`src/urxpe_consts.vh`:
```
// Constants for the receive-side cell bus port enable registers.
// Assumes byte-wide direct-access host port with 10-bit addresses.
`ifndef URXPE_CONSTS_VH
`define URXPE_CONSTS_VH

// -----------------------------------------------------------------
// register offsets (direct access byte addresses)
// -----------------------------------------------------------------
`define URXPE_OFS_LINK_EN       10'h04C
`define URXPE_OFS_GROUP_EN      10'h04D
`define URXPE_OFS_GROUP_OVF_EN  10'h205
`define URXPE_OFS_LINK_OVF_EN   10'h221

// -----------------------------------------------------------------
// reset values
// -----------------------------------------------------------------
`define URXPE_RST_LINK_EN       8'h00
`define URXPE_RST_GROUP_EN      7'h00
`define URXPE_RST_GROUP_OVF_EN  4'h0
`define URXPE_RST_LINK_OVF_EN   8'h00

// -----------------------------------------------------------------
// group enable register fields
// -----------------------------------------------------------------
`define URXPE_GEN_WATCH_BIT     7
`define URXPE_GEN_RSV6_BIT      6
`define URXPE_GEN_SMRST_BIT     5
`define URXPE_GEN_RSV4_BIT      4
`define URXPE_GEN_GROUP_MSB     3

// -----------------------------------------------------------------
// sizes and timing
// -----------------------------------------------------------------
`define URXPE_NUM_LINKS         8
`define URXPE_NUM_GROUPS        4
`define URXPE_PORT_ADDR_W       5
`define URXPE_CLK_PERIOD_NS     100
`define URXPE_CLK_LOSS_NS       4000
`define URXPE_CLK_LOSS_CYC      ((`URXPE_CLK_LOSS_NS + `URXPE_CLK_PERIOD_NS - 1) / `URXPE_CLK_PERIOD_NS)

`endif

```
`src/urxpe_regs_end.v`:
```
`timescale 1ns/100ps

```
`src/urxpe_sync.v`:
```
// Two-stage level synchroniser, one per bit.
// Assumes inputs are levels from another clock domain or a pin.
`timescale 1ns/100ps
`default_nettype none

module urxpe_sync #(
  parameter W = 1
) (
  input  wire         clk_sys,
  input  wire         resetn,
  input  wire [W-1:0] asyncIn,
  output wire [W-1:0] syncOut
);

  reg [W-1:0] meta_q;
  reg [W-1:0] sync_q;

  // first stage feeds only the second stage
  always @(posedge clk_sys or negedge resetn) begin
    if (!resetn) begin
      meta_q <= {W{1'b0}};
      sync_q <= {W{1'b0}};
    end else begin
      meta_q <= asyncIn;
      sync_q <= meta_q;
    end
  end

  assign syncOut = sync_q;

endmodule
`default_nettype wire

```
`src/urxpe_match.v`:
```
// Port address comparator for links and groups.
// Assumes address and enable inputs are stable in the clk_sys domain.
`timescale 1ns/100ps
`default_nettype none

module urxpe_match #(
  parameter NL = 8,
  parameter NG = 4,
  parameter AW = 5
) (
  input  wire [AW-1:0]    busAddr,
  input  wire [NL*AW-1:0] linkAddrs,
  input  wire [NL-1:0]    linkEn,
  input  wire [NG*AW-1:0] groupAddrs,
  input  wire [NG-1:0]    groupEn,
  output wire [NL-1:0]    linkHit,
  output wire [NG-1:0]    groupHit
);

  genvar i;

  // a link answers only while its enable bit is set
  generate
    for (i = 0; i < NL; i = i + 1) begin : gLink
      assign linkHit[i] = linkEn[i] & (linkAddrs[i*AW +: AW] == busAddr);
    end
    for (i = 0; i < NG; i = i + 1) begin : gGroup
      assign groupHit[i] = groupEn[i] & (groupAddrs[i*AW +: AW] == busAddr);
    end
  endgenerate

endmodule
`default_nettype wire

```
`src/urxpe_regs.v`:
```
// Receive cell bus port enable registers and port select logic.
// Assumes a byte host port on clk_sys; bus clock and address arrive on pins.
// Notes on behaviour
// - link enable bit n makes link n answer its address in UNI mode.
// - group enable bits 3..0 make each group answer its programmed address.
// - group enable bit 7 reads the live receive bus clock level; read-only.
// - group enable bit 5 set holds receive bus state machines in reset.
// - group mask bits 3..0 let group overflow status raise interrupt.
// - link mask bits 7..0 let link overflow status raise interrupt.
// - a cleared mask bit blocks interrupt; status may still be set.
// - group mask bits 7..4 read zero and ignore writes.
// - each link has a 5-bit port address taken from the linkPortAddr input.
// - each group has its own 5-bit port address on the groupPortAddr input.
`timescale 1ns/100ps
`default_nettype none
`include "urxpe_consts.vh"

module urxpe_regs #(
  parameter NUM_LINKS   = `URXPE_NUM_LINKS,
  parameter NUM_GROUPS  = `URXPE_NUM_GROUPS,
  parameter ADDR_W      = `URXPE_PORT_ADDR_W,
  parameter LOSS_CYCLES = `URXPE_CLK_LOSS_CYC
) (
  input  wire                     clk_sys,
  input  wire                     resetn,
  input  wire [9:0]               hostAddr,
  input  wire [7:0]               hostWrData,
  input  wire                     hostWrEn,
  input  wire                     hostRdEn,
  output wire [7:0]               hostRdData,
  output wire                     hostRdValid,
  input  wire                     rxBusClk,
  input  wire [ADDR_W-1:0]        rxBusAddr,
  input  wire [NUM_LINKS*ADDR_W-1:0]  linkPortAddr,
  input  wire [NUM_GROUPS*ADDR_W-1:0] groupPortAddr,
  input  wire [NUM_GROUPS-1:0]    groupOvfStatus,
  input  wire [NUM_LINKS-1:0]     linkOvfStatus,
  output wire [NUM_LINKS-1:0]     linkPortSel,
  output wire [NUM_GROUPS-1:0]    groupPortSel,
  output wire                     portSelValid,
  output wire                     rxSmReset,
  output wire                     rxClkLost,
  output wire                     irqReq
);

  // ---------------------------------------------------------------
  // bus state machine states
  // ---------------------------------------------------------------
  localparam [1:0] ST_RESET = 2'b00;
  localparam [1:0] ST_IDLE  = 2'b01;
  localparam [1:0] ST_MATCH = 2'b10;

  localparam [7:0] LOSS_MAX = LOSS_CYCLES[7:0];

  // ---------------------------------------------------------------
  // registers and wires
  // ---------------------------------------------------------------
  reg  [NUM_LINKS-1:0]  linkEn_q;
  reg  [6:0]            groupEnCfg_q;
  reg  [3:0]            groupOvfMask_q;
  reg  [NUM_LINKS-1:0]  linkOvfMask_q;
  reg  [7:0]            rdData_q;
  reg  [7:0]            rdData_d;
  reg                   rdValid_q;
  reg  [1:0]            state_q;
  reg  [1:0]            state_d;
  reg  [ADDR_W-1:0]     busAddr_q;
  reg  [NUM_LINKS-1:0]  linkSel_q;
  reg  [NUM_GROUPS-1:0] groupSel_q;
  reg                   selValid_q;
  reg                   smReset_q;
  reg                   clkPrev_q;
  reg  [7:0]            lossCnt_q;
  reg                   clkLost_q;
  reg                   irq_q;
  wire                  clkSync;
  wire [ADDR_W-1:0]     addrSync;
  wire                  clkRise;
  wire                  clkEdge;
  wire [NUM_LINKS-1:0]  linkHit;
  wire [NUM_GROUPS-1:0] groupHit;
  wire                  wrLinkEn;
  wire                  wrGroupEn;
  wire                  wrGroupMask;
  wire                  wrLinkMask;
  wire                  irqAny;

  // ---------------------------------------------------------------
  // pin synchronisers
  // ---------------------------------------------------------------
  // bus clock and address are both pins; two flops each before use
  urxpe_sync #(
    .W (1 + ADDR_W)
  ) uSync (
    .clk_sys (clk_sys),
    .resetn  (resetn),
    .asyncIn ({rxBusClk, rxBusAddr}),
    .syncOut ({clkSync, addrSync})
  );

  // edge finder works on the synchronised copy only
  always @(posedge clk_sys or negedge resetn) begin
    if (!resetn) begin
      clkPrev_q <= 1'b0;
    end else begin
      clkPrev_q <= clkSync;
    end
  end

  assign clkRise = clkSync & ~clkPrev_q;
  assign clkEdge = clkSync ^ clkPrev_q;

  // ---------------------------------------------------------------
  // host write decode
  // ---------------------------------------------------------------
  assign wrLinkEn    = hostWrEn & (hostAddr == `URXPE_OFS_LINK_EN);
  assign wrGroupEn   = hostWrEn & (hostAddr == `URXPE_OFS_GROUP_EN);
  assign wrGroupMask = hostWrEn & (hostAddr == `URXPE_OFS_GROUP_OVF_EN);
  assign wrLinkMask  = hostWrEn & (hostAddr == `URXPE_OFS_LINK_OVF_EN);

  always @(posedge clk_sys or negedge resetn) begin
    if (!resetn) begin
      linkEn_q <= `URXPE_RST_LINK_EN;
    end else if (wrLinkEn) begin
      linkEn_q <= hostWrData[NUM_LINKS-1:0];
    end
  end

  // group enable store
  // bits 6 and 4 are kept as written so software sees its own value
  // reserved bits stored
  always @(posedge clk_sys or negedge resetn) begin
    if (!resetn) begin
      groupEnCfg_q <= `URXPE_RST_GROUP_EN;
    end else if (wrGroupEn) begin
      groupEnCfg_q <= hostWrData[6:0];
    end
  end

  always @(posedge clk_sys or negedge resetn) begin
    if (!resetn) begin
      groupOvfMask_q <= `URXPE_RST_GROUP_OVF_EN;
    end else if (wrGroupMask) begin
      groupOvfMask_q <= hostWrData[`URXPE_GEN_GROUP_MSB:0];
    end
  end

  always @(posedge clk_sys or negedge resetn) begin
    if (!resetn) begin
      linkOvfMask_q <= `URXPE_RST_LINK_OVF_EN;
    end else if (wrLinkMask) begin
      linkOvfMask_q <= hostWrData[NUM_LINKS-1:0];
    end
  end

  // ---------------------------------------------------------------
  // host read path
  // ---------------------------------------------------------------
  // unmapped offsets read as zero
  always @* begin
    rdData_d = 8'h00;
    case (hostAddr)
      `URXPE_OFS_LINK_EN: begin
        rdData_d = linkEn_q;
      end
      `URXPE_OFS_GROUP_EN: begin
        rdData_d = {clkSync, groupEnCfg_q};
      end
      `URXPE_OFS_GROUP_OVF_EN: begin
        rdData_d = {4'h0, groupOvfMask_q};
      end
      `URXPE_OFS_LINK_OVF_EN: begin
        rdData_d = linkOvfMask_q;
      end
      default: begin
        rdData_d = 8'h00;
      end
    endcase
  end

  // data held until the next read; valid is the read strobe delayed one cycle
  always @(posedge clk_sys or negedge resetn) begin
    if (!resetn) begin
      rdData_q  <= 8'h00;
      rdValid_q <= 1'b0;
    end else begin
      rdValid_q <= hostRdEn;
      if (hostRdEn) begin
        rdData_q <= rdData_d;
      end
    end
  end

  // ---------------------------------------------------------------
  // receive bus state machine
  // ---------------------------------------------------------------
  // address compare
  urxpe_match #(
    .NL (NUM_LINKS),
    .NG (NUM_GROUPS),
    .AW (ADDR_W)
  ) uMatch (
    .busAddr    (busAddr_q),
    .linkAddrs  (linkPortAddr),
    .linkEn     (linkEn_q),
    .groupAddrs (groupPortAddr),
    .groupEn    (groupEnCfg_q[`URXPE_GEN_GROUP_MSB:0]),
    .linkHit    (linkHit),
    .groupHit   (groupHit)
  );

  always @(posedge clk_sys or negedge resetn) begin
    if (!resetn) begin
      smReset_q <= 1'b0;
    end else begin
      smReset_q <= groupEnCfg_q[`URXPE_GEN_SMRST_BIT];
    end
  end

  // next state: sample on a bus clock rise, compare one cycle later
  always @* begin
    state_d = state_q;
    case (state_q)
      ST_RESET: begin
        state_d = ST_IDLE;
      end
      ST_IDLE: begin
        if (clkRise) begin
          state_d = ST_MATCH;
        end
      end
      ST_MATCH: begin
        state_d = ST_IDLE;
      end
      default: begin
        state_d = ST_RESET;
      end
    endcase
    if (groupEnCfg_q[`URXPE_GEN_SMRST_BIT]) begin
      state_d = ST_RESET;
    end
  end

  always @(posedge clk_sys or negedge resetn) begin
    if (!resetn) begin
      state_q <= ST_RESET;
    end else begin
      state_q <= state_d;
    end
  end

  // address captured on the rise; selection updated in the match state
  // select update
  always @(posedge clk_sys or negedge resetn) begin
    if (!resetn) begin
      busAddr_q  <= {ADDR_W{1'b0}};
      linkSel_q  <= {NUM_LINKS{1'b0}};
      groupSel_q <= {NUM_GROUPS{1'b0}};
      selValid_q <= 1'b0;
    end else if (state_q == ST_RESET) begin
      linkSel_q  <= {NUM_LINKS{1'b0}};
      groupSel_q <= {NUM_GROUPS{1'b0}};
      selValid_q <= 1'b0;
    end else begin
      if (state_q == ST_IDLE && clkRise) begin
        busAddr_q <= addrSync;
      end
      if (state_q == ST_MATCH) begin
        linkSel_q  <= linkHit;
        groupSel_q <= groupHit;
        selValid_q <= (|linkHit) | (|groupHit);
      end
    end
  end

  // ---------------------------------------------------------------
  // bus clock activity watch
  // ---------------------------------------------------------------
  // register reads of the clock bit are only meaningful with a live clock,
  // so a silent clock is flagged; it does not block host access
  // clock loss flag
  always @(posedge clk_sys or negedge resetn) begin
    if (!resetn) begin
      lossCnt_q <= 8'h00;
      clkLost_q <= 1'b0;
    end else if (clkEdge) begin
      lossCnt_q <= 8'h00;
      clkLost_q <= 1'b0;
    end else if (lossCnt_q >= LOSS_MAX) begin
      clkLost_q <= 1'b1;
    end else begin
      lossCnt_q <= lossCnt_q + 8'h01;
    end
  end

  // ---------------------------------------------------------------
  // interrupt request
  // ---------------------------------------------------------------
  // status is only masked here; it is never altered
  // masked overflow
  assign irqAny = (|(groupOvfStatus & groupOvfMask_q)) | (|(linkOvfStatus & linkOvfMask_q));

  always @(posedge clk_sys or negedge resetn) begin
    if (!resetn) begin
      irq_q <= 1'b0;
    end else begin
      irq_q <= irqAny;
    end
  end

  // ---------------------------------------------------------------
  // outputs
  // ---------------------------------------------------------------
  assign hostRdData   = rdData_q;
  assign hostRdValid  = rdValid_q;
  assign linkPortSel  = linkSel_q;
  assign groupPortSel = groupSel_q;
  assign portSelValid = selValid_q;
  assign rxSmReset    = smReset_q;
  assign rxClkLost    = clkLost_q;
  assign irqReq       = irq_q;

endmodule
`default_nettype wire

```
`config.mk`:
```
export PLATFORM = sky130hd
export DESIGN_NAME = urxpe_regs
export DESIGN_NICKNAME = d
export VERILOG_FILES = /design/src/urxpe_regs_end.v /design/src/urxpe_sync.v /design/src/urxpe_match.v /design/src/urxpe_regs.v
export VERILOG_INCLUDE_DIRS = /design/src
export SDC_FILE = /design/constraint.sdc
export NUM_CORES = 1
export LEC_CHECK = 0
export BUFFER_PORTS_ARGS = -buffer_cell sky130_fd_sc_hd__buf_4
export CAP_MARGIN = 0
export CORE_ASPECT_RATIO = 0.7
export CORE_MARGIN = 4
export CORE_UTILIZATION = 45
export DETAILED_ROUTE_END_ITERATION = 7
export PLACE_DENSITY = 0.79
export SYNTH_ARGS = -nofsm -noshare
export SYNTH_HDL_FRONTEND = slang
export SYNTH_SLANG_ARGS = --single-unit
```
`constraint.sdc`:
```
create_clock -name clk_sys -period 5.5 [get_ports clk_sys]
set_clock_uncertainty 0.1 [all_clocks]
set_input_delay 0.275 -clock clk_sys [delete_from_list [all_inputs] [get_ports clk_sys]]
set_output_delay 0.275 -clock clk_sys [all_outputs]
set_load 0.01 [all_outputs]
```
After elaboration in Yosys (flattened, before gate mapping)
Cells that the tools add are included.
- eq/ne operators: 20
- $lt $le $gt $ge: 1
- muxes and demuxes: 14
- bitwise gates (word level): 24
- reduce and logical (&&, ||, !) cells: 10
- add/sub/neg operators: 1
- operators by type and width (operator ; count):
    $eq A5 B5 Y1 ; 12
    $mux W8 ; 4
    $pmux W8 S4 ; 1
    $eq A10 B10 Y1 const B ; 2
    $eq A10 B7 Y1 const B ; 2
    $and A1 B1 Y1 ; 17
    $reduce_or A8 Y1 ; 2
    $add A8 B1 Y8 const B ; 1
    $and A8 B8 Y8 ; 1
    $ge A8 B6 Y1 const B ; 1
    $mux W4 ; 2
    $reduce_or A4 Y1 ; 2
    $and A4 B4 Y4 ; 1
    $mux W1 ; 4
    $mux W2 ; 2
    $pmux W2 S2 ; 1
    $reduce_bool A2 Y1 ; 2
    $ne A3 B3 Y1 const B ; 1
    $eq A2 B1 Y1 const B ; 1
    $eq A2 B2 Y1 const B ; 1
    $logic_not A2 Y1 ; 1
    $ne A2 B2 Y1 const B ; 1
    $not A1 Y1 ; 2
    $or A1 B1 Y1 ; 2
    4 further kinds ; 4
- word-level logic and storage cells: 88
- output and inout bits: 25
- register bits after elaboration: 80
- input port bits: 100

Logic depth before layout (Yosys ltp)
Gate-level depths: netlist of run 1.
- word-level depth: 6
- mapped depth: 8
- depth with buffers taken out: 6

Hierarchy
A second synthesis of run 1 with hierarchy kept.
- cell total of the unflattened synthesis: 323
- area total of the unflattened synthesis: 4003.8 um2
- modules (own cells, without submodules) (module ; cells each ; area each (um2) ; times used):
    urxpe_regs ; 222 ; 2975.4 ; 1
    urxpe_match ; 89 ; 728.2 ; 1
    urxpe_sync ; 12 ; 300.3 ; 1

Least setup slack after synthesis of run 1
Ideal clock, no wire load.
- path kind: reg2reg
- start: register busAddr_q[3]
- end: register selValid_q (netlist: portSelValid)
- library setup time: 136 ps
- data required time: 5264 ps
- stages on the path, launching flop included: 8
- slack: 3508 ps
- period minus slack after synthesis: 1992 ps
- arrival: 1756 ps
- cells stage by stage: dfrtp_1 -> buf_6 -> buf_12 -> xnor2_1 -> and3_4 -> or4_1 -> nor4_1 -> a31oi_1
- longest elaborated chain between the ends: 6
- ends and longest elaborated chain (what ; RTL line ; RTL):
    start, declared ; urxpe_regs.v:67 ; reg [ADDR_W-1:0] busAddr_q;
    start signal, assigned ; urxpe_regs.v:256 ; busAddr_q <= {ADDR_W{1'b0}};
    start signal, assigned ; urxpe_regs.v:266 ; busAddr_q <= addrSync;
    $eq A5 B5 Y1, on equally long branches ; urxpe_match.v:25, urxpe_match.v:28 ;
    $and A1 B1 Y1, on equally long branches ; urxpe_match.v:25, urxpe_match.v:28 ;
    $reduce_or A8 Y1 or $reduce_or A4 Y1 (tied branches) ; urxpe_regs.v:271 ; selValid_q <= (|linkHit) | (|groupHit);
    $or A1 B1 Y1 * ; urxpe_regs.v:271 ;
    $mux W1 * ; urxpe_regs.v:268 ; if (state_q == ST_MATCH) begin
    $mux W1 * ; urxpe_regs.v:260 ; end else if (state_q == ST_RESET) begin
    end signal, assigned ; urxpe_regs.v:271 ;
    end, declared ; urxpe_regs.v:70 ; reg selValid_q;
Mark *: on every way between the ends. The rest lies on a longest branch, timed or not. The select of a mux whose other input is x is not followed.
A chain may end at the register's enable or synchronous reset.

Final worst setup path of run 1
- start: register busAddr_q[4]
- end: register selValid_q (netlist: portSelValid)
Same word-level chain as after synthesis.

==> results of run 1 <==
-- state kept, by name, summed over array words and instances (netlist names), 2 cells and up --
signal          flops
busAddr_q           5
hostRdData          8
state_q             2
lossCnt_q           8
linkPortSel         8
groupPortSel        4
linkEn_q            8
groupEnCfg_q        7
linkOvfMask_q       8
groupOvfMask_q      4
uSync.syncOut       6
uSync.meta_q        6
-- kinds of logic after synthesis --
logic type	share of synthesized area (%)
DFF	51.0
and+or+nand+nor	10.7
xor gates and xnor gates	14.3
AOI/OAI and AO/OA	8.09
muxes	11.3
buffers and inverters	3.66
adders and majority gates	0.956
-- power groups by stage --
stage	clock, W	combinational (W)	sequential (W)
2_1_floorplan	0	0.000207	0.000636
3_3_place_gp	0	0.000222	0.000688
3_5_place_dp	0	0.000228	0.000692
4_1_cts	0.000613	0.000233	0.000681
5_1_grt	0.000636	0.000258	0.000689
6_report	0.000606	0.000231	0.000682
-- cells in the final DEF, fill, tap and decap left out, types with 4 or more instances in the layout --
master         Yosys  layout
buf_4              4     124
dfrtp_1           80      80
xor2_1            48      48
mux2_2            36      36
a22o_1            16      16
xnor2_1           16      16
nor4_1            15      15
nor2_1            13      13
and3_1            10      10
nand2_1           10      10
clkbuf_16          0       9
a221oi_1           7       7
dlygate4sd3_1      0       7
o21ai_0            6       6
and2_1             6       6
nor2b_1            5       5
mux2i_1            4       4
a22oi_1            4       4
-- critical path: cells and delay by family, from the launching register on --
family	cells	cell delay [ps]
flops	1	760
compound gates	1	110
simple gates	4	1080
xor+xnor	1	220
-- metal layers --
metal / global-route usage [%] / part of all wire (%)
met1: 28.1 / 45
met2: 30.5 / 46
met3: 5.34 / 7.5
met4: 7.17 / 1.6
met5: 0 / 0
-- worst max path at each step --
stage	startpoint	endpoint	slack, ps	cells past startpoint
after floorplan	busAddr_q[3]	portSelValid	3510	7
after global placement	busAddr_q[0]	portSelValid	3180	6
after detailed placement	busAddr_q[4]	portSelValid	3120	6
after CTS	busAddr_q[4]	portSelValid	3100	6
after global routing	busAddr_q[4]	portSelValid	2980	6
final	busAddr_q[4]	portSelValid	3090	6
-- cell type report --
class	count	area, µm²	share of cell area, %
clock inverter	4	51.3	0.976
clock buffer	12	256	4.88
inverter	4	15.0	0.286
multi-input combinational	222	1780	33.9
sequential	80	2000	38.1
timing repair buffer	131	1000	19.0
tap	120	150	2.86
-- through the flow --
step | worst slack (ps) | total power [W] | instance area, µm² | hold WS (ps)
2_1_floorplan | 3510 | 0.000843 | 3930 | -121
3_3_place_gp | 3180 | 0.000911 | 4880 | 232
3_5_place_dp | 3120 | 0.000921 | 4880 | 235
4_1_cts | 3100 | 0.00153 | 5260 | 41.0
5_1_grt | 2980 | 0.00158 | 5260 | 72.3
6_report | 3090 | 0.00152 | 5260 | -15.6
-- what timing repair did --
action	in CTS	in global routing
hold endpoints to repair	7	0
setup endpoints to repair	0	0
hold buffers	7	0
==> impl_metrics.tcl, run 1 <==
set metrics [dict create \
    insertion_delay_ps 330 \
    synth_area_mm2 0.00393 \
    p_sw_w 0.000390 \
    synth_top_area_cell "dfrtp_1" \
    grt_first_pass_wirelength_mm 16.1 \
    totalNegativeSetupSlack_ps 0 \
    start_kind "flip-flop" \
    slowest_delay_ps 760 \
    syn2layout_area_growth_pct 33.9 \
    dp_hpwl_mm 7.69 \
    syn_avg_cell_area_um2 12.2 \
    relSlewSlack_pct 36.2 \
    ys.flop_type "dfrtp_1" \
    rsz0062_at_grt "false" \
    clock_path_buffers 2 \
    die-area_mm2 0.0103 \
    io_pins 125 \
    ys_async_sr_fraction_pct 100 \
    cts_made_buffers 9 \
    cp_common_cell "nor4_1" \
    fillers 685 \
    cts_root_buf "clkbuf_16" \
    detail_route.first_pass.iterations 4 \
    yosysUniqueCellTypes 38 \
    grt-ovfl-total 0 \
    synth_edf_count 0 \
    violations "negative hold slack" \
    reg2reg_from "busAddr_q[4]" \
    setup-violations-final 0 \
    drtIter0Drc 200 \
    viasPerCell 5.25 \
    synth_top_area_share_pct 51.0 \
    die_width_um 120 \
    grt_pass1_vias 3191 \
    p_comb_share_pct 15.2 \
    powerDensity_mw_per_mm2 289 \
    required_ps 5600 \
    port_buffers 124 \
    grtUsageTotal_pct 20.1 \
    power_leakage_nw 2.62 \
    yosysMostFrequentCell "dfrtp_1" \
    r2r_slack_ps 3090 \
    drt-total-wl_mm 9.99 \
    fmax_mhz 414 \
    worstMarginPinSlew_ps 957 \
    final_cells 573 \
    max_cap_viol_count 0 \
    swShare_pct 25.7 \
    final_nets 551 \
    maxSlewViolCount 0 \
    cts_tree "yes" \
    seq_area_frac_synth_pct 51.0 \
    fp.dieH_um 86.2 \
    vias 3011 \
    grt_max_degree 81 \
    clkSinkCount 80 \
    seq_power_share_pct 44.9 \
    synthCells 323 \
    cts_resized 0 \
    synth-seq-cells 80 \
    critPathMaxFanout 13 \
    r2r_cells 6 \
    gp_congestion 0.879 \
    htree_levels 3 \
    r2r_end "portSelValid" \
    antenna_cells 0 \
    path_cells "xor2_1 > nor4_1 > and3_4 > or4_1 > nor4_1 > a31oi_1" \
    grt_antenna_before_repair 0 \
    yosys-top-cells-count "dfrtp_1, xor2_1, mux2_2, a22o_1, xnor2_1" \
    clk_pin_slew_worst_paths_ps 60 \
    wl_per_cell_um 17.4 \
    arrival_ps 2510 \
    layout_min_cycle_time_ps 2410 \
    synth_fp_nets 426 \
    cp-end-kind "flip-flop" \
    post-place-cells 550 \
    p_int_w 0.00113 \
    initial_utilization_pct 46.3 \
    drc 0 \
    core_area_mm2 0.00848 \
    outcome "finished with violations" \
    ir_worst_vdd_mv 0.166 \
    period_share_pct 43.9 \
    hold_viol_final 7 \
    layout-drive-gt1-share_pct 39.3 \
    cp_slowest_cell "dfrtp_1" \
    ant_nets 0 \
    rows 28 \
    clkPwrFrac_pct 39.9 \
    hold_path_class "in2async" \
    whs_ps -15.6 \
    fin_util_pct 62.0 \
    criticalPathCategory "reg2reg" \
    cts_setup_buffers 0 \
    yosysWarningCount 0 \
    synth_area_leaders "dfrtp_1, xor2_1, mux2_2" \
]
No activity file was read; power rests on OpenSTA's default activity.
==> run 2: changes to the inputs <==
==> constraint.sdc (replaced) <==
create_clock -name clk_sys -period 2.4 [get_ports clk_sys]
set_clock_uncertainty 0.1 [all_clocks]
set_input_delay 0.12 -clock clk_sys [delete_from_list [all_inputs] [get_ports clk_sys]]
set_output_delay 0.12 -clock clk_sys [all_outputs]
set_load 0.01 [all_outputs]
==> impl_metrics.tcl, run 2 (synthesized netlist as in run 1, its figures left out) <==
set metrics [dict create \
    ant_nets 0 \
    final_nets 570 \
    fillers 673 \
    die-area_mm2 0.0103 \
    grtUsageTotal_pct 21.2 \
    clkSinkCount 80 \
    grt_antenna_before_repair 0 \
    fin_util_pct 64.0 \
    power_leakage_nw 2.71 \
    clock_path_buffers 2 \
    fmax_mhz 440 \
    criticalPathCategory "reg2reg" \
    layout_commonest_cell "buf_4" \
    crit_buf_inv 2 \
    whs_ps 40.9 \
    initial_utilization_pct 46.3 \
    layout_setup_ws_ps 126 \
    clk_pin_slew_worst_paths_ps 60 \
    port_buffers 124 \
    gp_congestion 0.910 \
    post-place-ws_ps 241 \
    io_pins 125 \
    period_share_pct 94.8 \
    drc 0 \
    drtIter0Drc 168 \
    hold_viol_final 0 \
    outcome "finished clean" \
    start_kind "flip-flop" \
    grt_first_pass_wirelength_mm 16.8 \
    wl_per_cell_um 17.6 \
    cp_slowest_cell "dlygate4sd3_1" \
    path_cells "a22o_1 > a221oi_2 > dlygate4sd3_1 > nand3_1 > dlygate4sd3_1" \
    worstMarginPinSlew_ps 986 \
    cts_tree "yes" \
    htree_levels 3 \
    slowest_delay_ps 580 \
    critPathMaxFanout 3 \
    dp_hpwl_mm 7.71 \
    rows 28 \
    antenna_cells 0 \
    ir_worst_vdd_mv 0.476 \
    cts_setup_buffers 0 \
    arrival_ps 2390 \
    detail_route.first_pass.iterations 4 \
    crit_family "buffers and inverters" \
    grt_pass1_vias 3358 \
    relSlewSlack_pct 34.3 \
    syn2layout_area_growth_pct 38.2 \
    viasPerCell 5.16 \
    layout_min_cycle_time_ps 2270 \
    totalNegativeSetupSlack_ps 0 \
    layout-drive-gt1-share_pct 39.8 \
    insertion_delay_ps 340 \
    cts_made_buffers 9 \
    grt_max_degree 81 \
    grt-ovfl-total 0 \
    vias 3057 \
    required_ps 2520 \
    powerDensity_mw_per_mm2 649 \
    cts_root_buf "clkbuf_16" \
    layout_common_cells "buf_4, dfrtp_1, xor2_1" \
    die_width_um 120 \
    core_area_mm2 0.00848 \
    drt-total-wl_mm 10.4 \
    maxSlewViolCount 0 \
    cp-end-kind "flip-flop" \
    max_cap_viol_count 0 \
    rsz0062_at_grt "false" \
    hold_path_class "in2reg" \
    fp.dieH_um 86.2 \
    cp_common_cell "dlygate4sd3_1" \
    setup-violations-final 0 \
]
==> run 2: worst paths after layout <==
| kind | endpoint | slack [ps] | depth (start not counted) | from |
|---|---|---|---|---|
| setup reg to reg | irqReq | 130 | 5 | linkOvfMask_q[6] |
| setup / recovery | irqReq | 130 | 5 | linkOvfMask_q[6] |
| min in group asynchronous | lossCnt_q[2] | 390 | 2 | resetn |
| hold / removal | linkPortSel[7] | 40 | 4 | linkPortAddr[36] |
| hold reg to reg | uSync.syncOut[0] | 250 | 0 | uSync.meta_q[0] |
| max in group asynchronous | busAddr_q[1] | 1110 | 2 | resetn |
==> run 2: through the flow <==
| step | instance area (µm²) | power, W | cells |
|---|---|---|---|
| 2_1_floorplan | 3930 | 0.00193 | 323 |
| 5_1_grt | 5430 | 0.00368 | 592 |
| 6_report | 5430 | 0.00352 | 592 |
| 3_5_place_dp | 4930 | 0.00215 | 557 |
| 4_1_cts | 5420 | 0.00355 | 592 |
| 3_3_place_gp | 4930 | 0.00213 | 557 |
==> run 2: area by class of cell <==
| class | count | area [µm²] | share of cell area [%] |
|---|---|---|---|
| clock inverters | 6 | 58.8 | 1.08 |
| well taps | 120 | 150 | 2.77 |
| flip-flops and latches | 80 | 2000 | 36.9 |
| repair buffers | 150 | 1170 | 21.6 |
| inverters | 4 | 15.0 | 0.277 |
| clock buffers | 10 | 239 | 4.40 |
| multi-input cells | 222 | 1790 | 32.9 |
==> run 2: worst register-to-register path, cell delays in order, from the launching register on <==
cell           delay (ps)
dfrtp_1               410
a22o_1                250
a221oi_2              200
dlygate4sd3_1         580
nand3_1                60
dlygate4sd3_1         560
==> run 2: per-layer routing <==
metal | track usage, % | part of all wire (%)
met3 | 6.99 | 8.0
met5 | 0 | 0
met1 | 28.9 | 44
met2 | 32.2 | 46
met4 | 6.86 | 1.9
==> run 2: power by group <==
| part | internal, W | total [W] | switching (W) |
|---|---|---|---|
| registers | 0.00141 | 0.00148 | 0.0000761 |
| logic | 0.000360 | 0.000676 | 0.000317 |
| clock network | 0.000827 | 0.00136 | 0.000533 |
| total | 0.00260 | 0.00352 | 0.000926 |
==> run 2: timing repair <==
action,CTS,global route
gates resized for setup,0,2
hold buffers,19,0
hold endpoints to repair,119,0
setup endpoints to repair,0,2
